===== src/hdl/pdil_pkg.sv =====
/*
 * pdil_pkg: constants, states and carriers for the predriver input
 * control and lockout block.
 * Assumes a single 40 MHz clock; command bytes come already deframed.
 */
package pdil_pkg;

    // clock and timing, in nanoseconds, then derived cycle counts
    localparam int PDIL_CLK_NS = 25;
    localparam int PDIL_ENABLE_NS = 280;
    localparam int PDIL_RECOV_NS = 100;
    localparam int PDIL_ENABLE_CYC =
        (PDIL_ENABLE_NS + PDIL_CLK_NS - 1) / PDIL_CLK_NS;
    localparam int PDIL_RECOV_CYC =
        (PDIL_RECOV_NS + PDIL_CLK_NS - 1) / PDIL_CLK_NS;
    localparam int PDIL_CNT_W = 4;
    localparam logic [PDIL_CNT_W-1:0] PDIL_ENABLE_LAST =
        PDIL_CNT_W'(PDIL_ENABLE_CYC - 1);
    localparam logic [PDIL_CNT_W-1:0] PDIL_RECOV_LAST =
        PDIL_CNT_W'(PDIL_RECOV_CYC - 1);
    localparam logic [PDIL_CNT_W-1:0] PDIL_CNT_ZERO = 4'h0;
    localparam logic [PDIL_CNT_W-1:0] PDIL_CNT_ONE = 4'h1;

    // phases and interrupt sources
    localparam int PDIL_PHASES = 3;
    localparam int PDIL_IRQ_W = 8;

    // command byte: upper nibble selects the command
    localparam logic [3:0] PDIL_OP_POLL = 4'h0;
    localparam logic [3:0] PDIL_OP_MASK_LO = 4'h2;
    localparam logic [3:0] PDIL_OP_MASK_HI = 4'h3;
    localparam logic [3:0] PDIL_OP_MODE = 4'h4;
    localparam logic [3:0] PDIL_OP_CLEAR = 4'h6;
    // lower nibble of poll and clear commands
    localparam logic [3:0] PDIL_SEL_FIRST = 4'h0;
    localparam logic [3:0] PDIL_SEL_SECOND = 4'h1;
    // mode byte fields
    localparam int PDIL_LOCK_BIT = 0;
    localparam int PDIL_MODE_LSB = 1;
    localparam int PDIL_MODE_W = 3;

    // reset values
    localparam logic [PDIL_IRQ_W-1:0] PDIL_MASK_RST = 8'h00;
    localparam logic [PDIL_IRQ_W-1:0] PDIL_STATUS_RST = 8'h00;
    localparam logic [PDIL_MODE_W-1:0] PDIL_MODE_RST = 3'h0;
    localparam logic [7:0] PDIL_BYTE_RST = 8'h00;

    typedef enum logic [2:0] {
        PDIL_LOCKED = 3'b000,
        PDIL_ARMING = 3'b001,
        PDIL_ARMED = 3'b010,
        PDIL_CYCLING = 3'b011,
        PDIL_READY = 3'b100,
        PDIL_BLOCKED = 3'b101
    } pdil_stage_t;

    // phase inputs as driven by the host
    typedef struct packed {
        logic [PDIL_PHASES-1:0] low_cmd;
        logic [PDIL_PHASES-1:0] high_cmd_n;
    } pdil_phase_cmd_t;

    // gate drive outputs, active high = gate on
    typedef struct packed {
        logic [PDIL_PHASES-1:0] high_gate_out;
        logic [PDIL_PHASES-1:0] low_gate_out;
    } pdil_gate_t;

    // deframed command byte
    typedef struct packed {
        logic valid;
        logic [7:0] data;
    } pdil_cmd_t;

endpackage


===== src/hdl/pdil_sync.sv =====
/*
 * pdil_sync: two-flop synchroniser with edge detection on the
 * synchronised value.
 * Assumes asynchronous pin inputs; reset is synchronous, active low.
 */
`timescale 1ns/1ps
module pdil_sync
    import pdil_pkg::*;
#(
    parameter int WIDTH = 1
) (
    // clock and reset
    input wire logic clock,
    input wire logic rst_n,
    // pin side
    input wire logic [WIDTH-1:0] d,
    // synchronised side
    output logic [WIDTH-1:0] q,
    output logic [WIDTH-1:0] rise,
    output logic [WIDTH-1:0] fall
);

    logic [WIDTH-1:0] meta;
    logic [WIDTH-1:0] prev;

    // meta feeds only q
    always_ff @(posedge clock) begin
        if (!rst_n) begin
            meta <= '0;
            q <= '0;
            prev <= '0;
        end else begin
            meta <= d;
            q <= meta;
            prev <= q;
        end
    end

    assign rise = q & ~prev;
    assign fall = ~q & prev;

endmodule


===== src/hdl/pdil_top.sv =====
/*
 * pdil_top: input control and recovery logic of a three phase gate
 * predriver. Forces gates low on standby or fault, locks the high
 * sides and re-arms them on an ordered low then high toggle; also
 * holds the interrupt mask, sticky status, locked mode and the
 * one-frame-delayed command reply.
 * Assumes pins arrive unsynchronised; command bytes and fault events
 * come from logic on the same clock.
 */
// Operation
// - standby or fault shutdown drives every gate output low.
// - after shutdown high sides stay locked until a valid initialization.
// - low-side input held high for the recovery time while both enables high re-arms high side.
// - high-side edge before the low-side toggle keeps that gate locked out.
// - after high-side cycling the gate is left off, ready for control.
// - command nibbles 0010 and 0011 load the interrupt mask bits.
// - mode command with lock bit sets mode then blocks mode changes.
// - high-side inputs active low, low-side inputs active high.
// - command reply is returned in the following command frame.
`timescale 1ns/1ps
module pdil_top
    import pdil_pkg::*;
(
    // clock and reset
    input wire logic clock,
    input wire logic rst_n,
    // enable and phase pins
    input wire logic enable_first,
    input wire logic enable_second,
    input wire pdil_phase_cmd_t phase_cmd,
    // protection side
    input wire logic fault_trip,
    input wire logic [PDIL_IRQ_W-1:0] fault_event,
    // deframed command and its delayed reply
    input wire pdil_cmd_t cmd,
    output logic [7:0] reply_byte,
    // gate drive
    output pdil_gate_t gate,
    // status
    output logic standby_state,
    output logic shutdown,
    output logic irq_out,
    output logic [PDIL_MODE_W-1:0] mode_bits,
    output logic mode_locked
);

    // pin synchronisation
    localparam int SYNC_W = 2 + 2 * PDIL_PHASES;
    logic [SYNC_W-1:0] pins_q, pins_rise, pins_fall;

    pdil_sync #(.WIDTH(SYNC_W)) u_sync (
        .clock(clock),
        .rst_n(rst_n),
        .d({enable_second, enable_first, phase_cmd.low_cmd,
            phase_cmd.high_cmd_n}),
        .q(pins_q),
        .rise(pins_rise),
        .fall(pins_fall)
    );

    wire [PDIL_PHASES-1:0] hi_n = pins_q[PDIL_PHASES-1:0];
    wire [PDIL_PHASES-1:0] hi_rise = pins_rise[PDIL_PHASES-1:0];
    wire [PDIL_PHASES-1:0] hi_fall = pins_fall[PDIL_PHASES-1:0];
    wire [PDIL_PHASES-1:0] lo = pins_q[2*PDIL_PHASES-1:PDIL_PHASES];
    wire [PDIL_PHASES-1:0] lo_rise =
        pins_rise[2*PDIL_PHASES-1:PDIL_PHASES];
    wire both_en = pins_q[SYNC_W-1] & pins_q[SYNC_W-2];

    // standby exit: enables must stand for the exit time first
    logic [PDIL_CNT_W-1:0] en_cnt;
    logic normal;
    wire en_done = (en_cnt == PDIL_ENABLE_LAST);

    always_ff @(posedge clock) begin
        if (!rst_n) begin
            en_cnt <= PDIL_CNT_ZERO;
            normal <= 1'b0;
        end else if (!both_en) begin
            en_cnt <= PDIL_CNT_ZERO;
            normal <= 1'b0;
        end else begin
            en_cnt <= en_done ? en_cnt : en_cnt + PDIL_CNT_ONE;
            normal <= en_done;
        end
    end

    // command decode
    wire [3:0] op = cmd.data[7:4];
    wire [3:0] sel = cmd.data[3:0];
    wire do_mask_lo = cmd.valid && (op == PDIL_OP_MASK_LO);
    wire do_mask_hi = cmd.valid && (op == PDIL_OP_MASK_HI);
    wire do_mode = cmd.valid && (op == PDIL_OP_MODE) && !mode_locked;
    wire do_clr_first = cmd.valid && (op == PDIL_OP_CLEAR)
        && (sel == PDIL_SEL_FIRST);
    wire do_clr_second = cmd.valid && (op == PDIL_OP_CLEAR)
        && (sel == PDIL_SEL_SECOND);
    wire do_poll = cmd.valid && (op == PDIL_OP_POLL);

    // interrupt mask and sticky status
    logic [PDIL_IRQ_W-1:0] irq_mask, status;
    wire [PDIL_IRQ_W-1:0] clr_bits =
        {{4{do_clr_second}}, {4{do_clr_first}}};
    // a new event in the clearing cycle survives
    wire [PDIL_IRQ_W-1:0] next_status = (status & ~clr_bits) | fault_event;
    wire [PDIL_IRQ_W-1:0] next_mask = do_mask_hi ? {sel, irq_mask[3:0]}
        : do_mask_lo ? {irq_mask[7:4], sel} : irq_mask;

    always_ff @(posedge clock) begin
        if (!rst_n) begin
            status <= PDIL_STATUS_RST;
            irq_mask <= PDIL_MASK_RST;
            irq_out <= 1'b0;
        end else begin
            status <= next_status;
            irq_mask <= next_mask;
            irq_out <= |(next_status & ~next_mask);
        end
    end

    // mode register, lock is one way until reset
    always_ff @(posedge clock) begin
        if (!rst_n) begin
            mode_bits <= PDIL_MODE_RST;
            mode_locked <= 1'b0;
        end else if (do_mode) begin
            mode_bits <= cmd.data[PDIL_MODE_LSB +: PDIL_MODE_W];
            mode_locked <= cmd.data[PDIL_LOCK_BIT];
        end
    end

    // reply pipeline: answer is staged, shown on the next frame
    logic fault_latched;
    logic [7:0] pending;
    wire [7:0] answer =
        (do_poll && sel == PDIL_SEL_SECOND) ? status :
        (do_poll && sel != PDIL_SEL_FIRST) ?
            {3'h0, normal, mode_bits, mode_locked} :
        {2'h0, fault_latched, standby_state, status[3:0]};

    always_ff @(posedge clock) begin
        if (!rst_n) begin
            pending <= PDIL_BYTE_RST;
            reply_byte <= PDIL_BYTE_RST;
        end else if (cmd.valid) begin
            reply_byte <= pending;
            pending <= answer;
        end
    end

    // fault latch, held until a clear command with the trip gone
    wire any_clr = do_clr_first | do_clr_second;

    always_ff @(posedge clock) begin
        if (!rst_n) begin
            fault_latched <= 1'b0;
        end else begin
            fault_latched <= fault_trip | (fault_latched & ~any_clr);
        end
    end

    wire shut = !normal || fault_latched || fault_trip;

    always_ff @(posedge clock) begin
        if (!rst_n) begin
            standby_state <= 1'b1;
            shutdown <= 1'b1;
        end else begin
            standby_state <= !normal;
            shutdown <= shut;
        end
    end

    // per phase gate requests; one register so gate has a single driver
    wire [PDIL_PHASES-1:0] next_hi_v;
    wire [PDIL_PHASES-1:0] next_lo_v;

    // per phase lockout and recovery
    genvar g;
    generate
        for (g = 0; g < PDIL_PHASES; g++) begin : g_phase
            pdil_stage_t stage, next_stage;
            logic [PDIL_CNT_W-1:0] held;
            wire hi_edge = hi_rise[g] | hi_fall[g];
            wire pulse_ok = (held == PDIL_RECOV_LAST);
            // high side may conduct only in cycling or ready
            wire hi_live = (stage == PDIL_CYCLING)
                || (stage == PDIL_READY);
            wire next_hi = !shut && hi_live && !hi_n[g];
            wire next_lo = !shut && lo[g] && !next_hi;

            assign next_hi_v[g] = next_hi;
            assign next_lo_v[g] = next_lo;

            always_comb begin
                next_stage = stage;
                case (stage)
                    PDIL_LOCKED: begin
                        if (hi_edge) begin
                            next_stage = PDIL_BLOCKED;
                        end else if (lo_rise[g]) begin
                            next_stage = PDIL_ARMING;
                        end
                    end
                    PDIL_ARMING: begin
                        if (hi_edge) begin
                            next_stage = PDIL_BLOCKED;
                        end else if (!lo[g]) begin
                            next_stage = PDIL_LOCKED;
                        end else if (pulse_ok) begin
                            next_stage = PDIL_ARMED;
                        end
                    end
                    PDIL_ARMED: begin
                        if (hi_fall[g]) begin
                            next_stage = PDIL_CYCLING;
                        end
                    end
                    PDIL_CYCLING: begin
                        if (hi_rise[g]) begin
                            next_stage = PDIL_READY;
                        end
                    end
                    default: next_stage = stage;
                endcase
                if (shut) begin
                    next_stage = PDIL_LOCKED;
                end
            end

            always_ff @(posedge clock) begin
                if (!rst_n) begin
                    stage <= PDIL_LOCKED;
                    held <= PDIL_CNT_ZERO;
                end else begin
                    stage <= next_stage;
                    held <= (stage == PDIL_ARMING && !pulse_ok)
                        ? held + PDIL_CNT_ONE : PDIL_CNT_ZERO;
                end
            end
        end
    endgenerate

    always_ff @(posedge clock) begin
        if (!rst_n) begin
            gate <= '0;
        end else begin
            gate.high_gate_out <= next_hi_v;
            gate.low_gate_out <= next_lo_v;
        end
    end

endmodule


===== config.mk =====
export PLATFORM = sky130hd
export DESIGN_NAME = pdil_top
export DESIGN_NICKNAME = d
export VERILOG_FILES = /design/src/hdl/pdil_pkg.sv /design/src/hdl/pdil_sync.sv /design/src/hdl/pdil_top.sv
export SDC_FILE = /design/constraint.sdc
export NUM_CORES = 1
export LEC_CHECK = 0
export BUFFER_PORTS_ARGS = -buffer_cell sky130_fd_sc_hd__buf_2
export CAP_MARGIN = 40
export CORE_MARGIN = 5
export CORE_UTILIZATION = 30
export CTS_CLUSTER_DIAMETER = 150
export CTS_CLUSTER_SIZE = 14
export DETAILED_ROUTE_END_ITERATION = 12
export GPL_TIMING_DRIVEN = 0
export SYNTH_ARGS = -nofsm -noshare
export SYNTH_HDL_FRONTEND = slang
export SYNTH_SLANG_ARGS = --single-unit

===== constraint.sdc =====
create_clock -name clock -period 1.65 [get_ports clock]
set_input_delay 0.0825 -clock clock [delete_from_list [all_inputs] [get_ports clock]]
set_output_delay 0.0825 -clock clock [all_outputs]
set_load 0.05 [all_outputs]

==> run_results.csv <==
group,metric,value,unit
final_layout,fillers,1175,
power,p_int,3.833,mW
final_layout,fin_area,0.004556,mm^2
worst_hold_path,hold_path.class,"input pin to flip-flop",
synth,syn_inst,376,
critical_path,cp-start-kind,"flip-flop",
detailed_routing,via_count,2749,
clock_tree,htree_levels,3,
placed_design,dp_hpwl,5572,um
power,p_total,4.836,mW
sta,drv_slew,0,
global_routing,antenna_found_initial,0,
final_layout,multi_input_area,0.001672,mm^2
detailed_routing,first_pass_iters,4,
global_routing,met2_usage,18.79,%
synth,yosysWarnings,0,
power,switchingPower,1.003,mW
global_routing,grt_pass1_vias,2744,
sta,slew_headroom,54.18,%
clock_tree,cts_tree,"built",
clock_tree,clockBufferDepth,2,
power,pwr-share-comb,6.4,%
global_routing,grt_overflow,0,
global_routing,globalRouteMet3Util,2.733,%
sta,finalSetupViolations,1,
global_routing,gr-usage-all-layers,11.36,%
synth,synth_edf_count,0,
critical_path,path_max_fanout,3,
status,violations,"negative setup slack",
flow_run,cap_violations,0,
detailed_routing,vias_per_cell,4.566,
placed_design,port_buffers,47,
critical_path,worst_ep_arrival_time,1.95,ns
floorplanning,rows,40,
floorplanning,initial_core_util,30.24,%
sta,timing.fmax,596.4,MHz
global_routing,grtUsageMet1,14.17,%
floorplanning,io_pins,49,
power,ir_worst_vdd,0.4286,mV
floorplanning,dieArea,0.01430,mm^2
critical_path,required,1.92,ns
sta,hold_viol,0,
power,swShare,20.75,%
detailed_routing,drtIter0Drc,96,
sta,fin_ws,-0.02687,ns
final_layout,finish.net_count,488,
global_routing,grt_pass1_wl,13060,um
detailed_routing,ant_nets,0,
floorplanning,core,0.01191,mm^2
sta,worstMarginPinSlew,0.6856,ns
synth,synthArstFlopShare,0,%
critical_path,crit_chain,"inv_2, ha_4, nor3b_4, a221oi_2, o21ai_2, mux2_4, a21oi_2",
synth,ys_seq_area_share,52.24,%
detailed_routing,wire_per_inst,12.89,um
power,p_per_area,1061,mW/mm^2
placed_design,pre_cts_ws,-0.3161,ns
critical_path,endpoint_kind,"flip-flop",
final_layout,layout_common_cells,"dfxtp_1 (90), nor2_1 (65), buf_2 (49)",
synth,synthFlopType,"dfxtp_1",
power,pwr-share-clk,44.8,%
synth,synthDistinctLibCells,47,
critical_path,critPathMaxStageDelay,0.34,ns
floorplanning,die_y,119.6,um
detailed_routing,drcViolationCount,0,
placed_design,place.gp.congestion,0.8006,
clock_tree,clkLatencyLatePin,0.33,ns
synth,syn_avg_cell_area,9.580,um^2
power,power.leakage,1.861,nW
clock_tree,clockRootBuffer,"clkbuf_16",
final_layout,antenna_cells,0,
clock_tree,clock_sinks,94,
clock_tree,path_clk_slew,0.06,ns
sta,period_share,101.6,%
sta,fin_crit,1.677,ns
clock_tree,cts_buffers,9,
critical_path,crit_type,"flip-flop to flip-flop",
sta,rsz0062_at_grt,"yes",
sta,fin_skew,0.008248,ns
final_layout,area_delta_synth_final,26.47,%
status,status,"complete, but fails checks",
floorplanning,die_x,119.6,um
power,p_seq_share,48.8,%
global_routing,grt-busiest-layer,"met2",
final_layout,final_common_cell,"dfxtp_1",
final_layout,final_layout_size_suffix_gt1_share,20.00,%
placed_design,placed_cell_area,0.004034,mm^2
global_routing,grt_max_degree,15,
synth,synth_nets,414,
sta,hold_ws,0.02082,ns
synth,netlist_area,0.003602,mm^2
final_layout,regArea,0.001887,mm^2
critical_path,slowest_stage,"dfxtp_2",
synth,ys_seq_elements,94,
detailed_routing,wl,7758,um
==> critical path: cells and delay by family (launching register included) <==
| family | cells | cell delay, ns |
|---|---|---|
| DFF | 1 | 0.34 |
| adders and majority gates | 1 | 0.21 |
| and+or+nand+nor | 1 | 0.14 |
| buffers and inverters | 1 | 0.05 |
| muxes | 1 | 0.32 |
| AOI/OAI and AO/OA | 3 | 0.54 |
==> power groups by stage <==
stage               combinational [mW]  clock (mW)  sequential, mW
finish                           0.308        2.17            2.36
global route                     0.340        2.30            2.37
CTS                              0.304        2.21            2.36
detailed placement               0.266           0            2.41
global placement                 0.264           0            2.41
floorplan                        0.144           0            2.43
==> cell usage after synthesis, types with 3 or more instances <==
library cell	count	share of area [%]
xnor2_1	3	0.73
mux2i_1	20	5.6
ha_1	10	3.5
nor2b_1	6	1.0
nand2_1	17	1.8
dfxtp_1	94	52
inv_1	12	1.3
o21ai_0	10	1.4
a21o_1	5	1.0
a21oi_1	18	2.5
nand3b_1	6	1.3
mux2_1	3	0.94
nor3_1	3	0.42
xor2_1	4	0.97
a311oi_1	7	1.7
nor2_1	65	6.8
and2_1	30	5.2
nand2b_1	7	1.2
o22a_1	3	0.73
clkbuf_1	11	1.1
nand3_1	8	1.1
or3_1	3	0.52
==> final cells by class <==
| cell class | instances | share of cell area, % |
|---|---|---|
| multi-input combinational | 255 | 36.69 |
| tap | 147 | 4.037 |
| inverter | 14 | 1.154 |
| sequential | 94 | 41.42 |
| clock buffer | 12 | 5.411 |
| timing repair buffer | 65 | 8.789 |
| clock inverter | 4 | 1.538 |
| buffer | 11 | 0.9613 |
==> final timing paths <==
path | start | endpoint | slack [ns] | depth (start not counted)
hold reg to reg | u_sync.meta[5]$_SDFF_PN0_ | u_sync.q[5]$_SDFF_PN0_ | 0.43 | 1
setup / recovery | u_sync.q[1]$_SDFF_PN0_ | g_phase[1].stage[1]$_SDFFE_PP0P_ | -0.03 | 7
hold / removal | fault_trip | fault_latched$_SDFF_PN0_ | 0.02 | 3
setup reg to reg | u_sync.q[1]$_SDFF_PN0_ | g_phase[1].stage[1]$_SDFFE_PP0P_ | -0.03 | 7
==> registers in the layout, indices dropped and copies added (netlist names), 3 cells and up <==
signal,cells
gate,6
u_sync.q,8
pending,8
u_sync.meta,8
g_phase.stage,9
en_cnt,4
status,8
mode_bits,3
reply_byte,8
u_sync.prev,6
irq_mask,8
g_phase.held,12
==> stage by stage <==
stage               utilization (%)  std cells    TNS [ns]
CTS                           38.05        602  -0.0006628
detailed placement            33.87        570     -0.6897
global placement              33.87        570     -0.8885
floorplan                         -        376           0
finish                        38.25        602    -0.02687
global route                  38.25        602     -0.1329
==> cells by family after synthesis <==
group	count (synthesis)	share of synthesized area (%)
xor+xnor	7	1.702
fa+ha+maj	10	3.473
mux	25	7.224
flops	94	52.24
compound gates	57	10.53
simple gates	156	21.95
buf+inv	27	2.883
==> per-layer routing <==
layer	share of wire (%)	wire length, um
met5	0	0
met4	1.6	123
met3	3.6	283
met2	49	3793
met1	46	3558
==> what timing repair did <==
item                       in CTS  in global routing
resized for setup               7                  7
hold endpoints to repair       12                  0
buffers inserted                4                  2
setup endpoints to repair       2                 12
hold buffers                   12                  0
pin swaps                       2                  3
No activity file was read; power rests on OpenSTA's default activity.
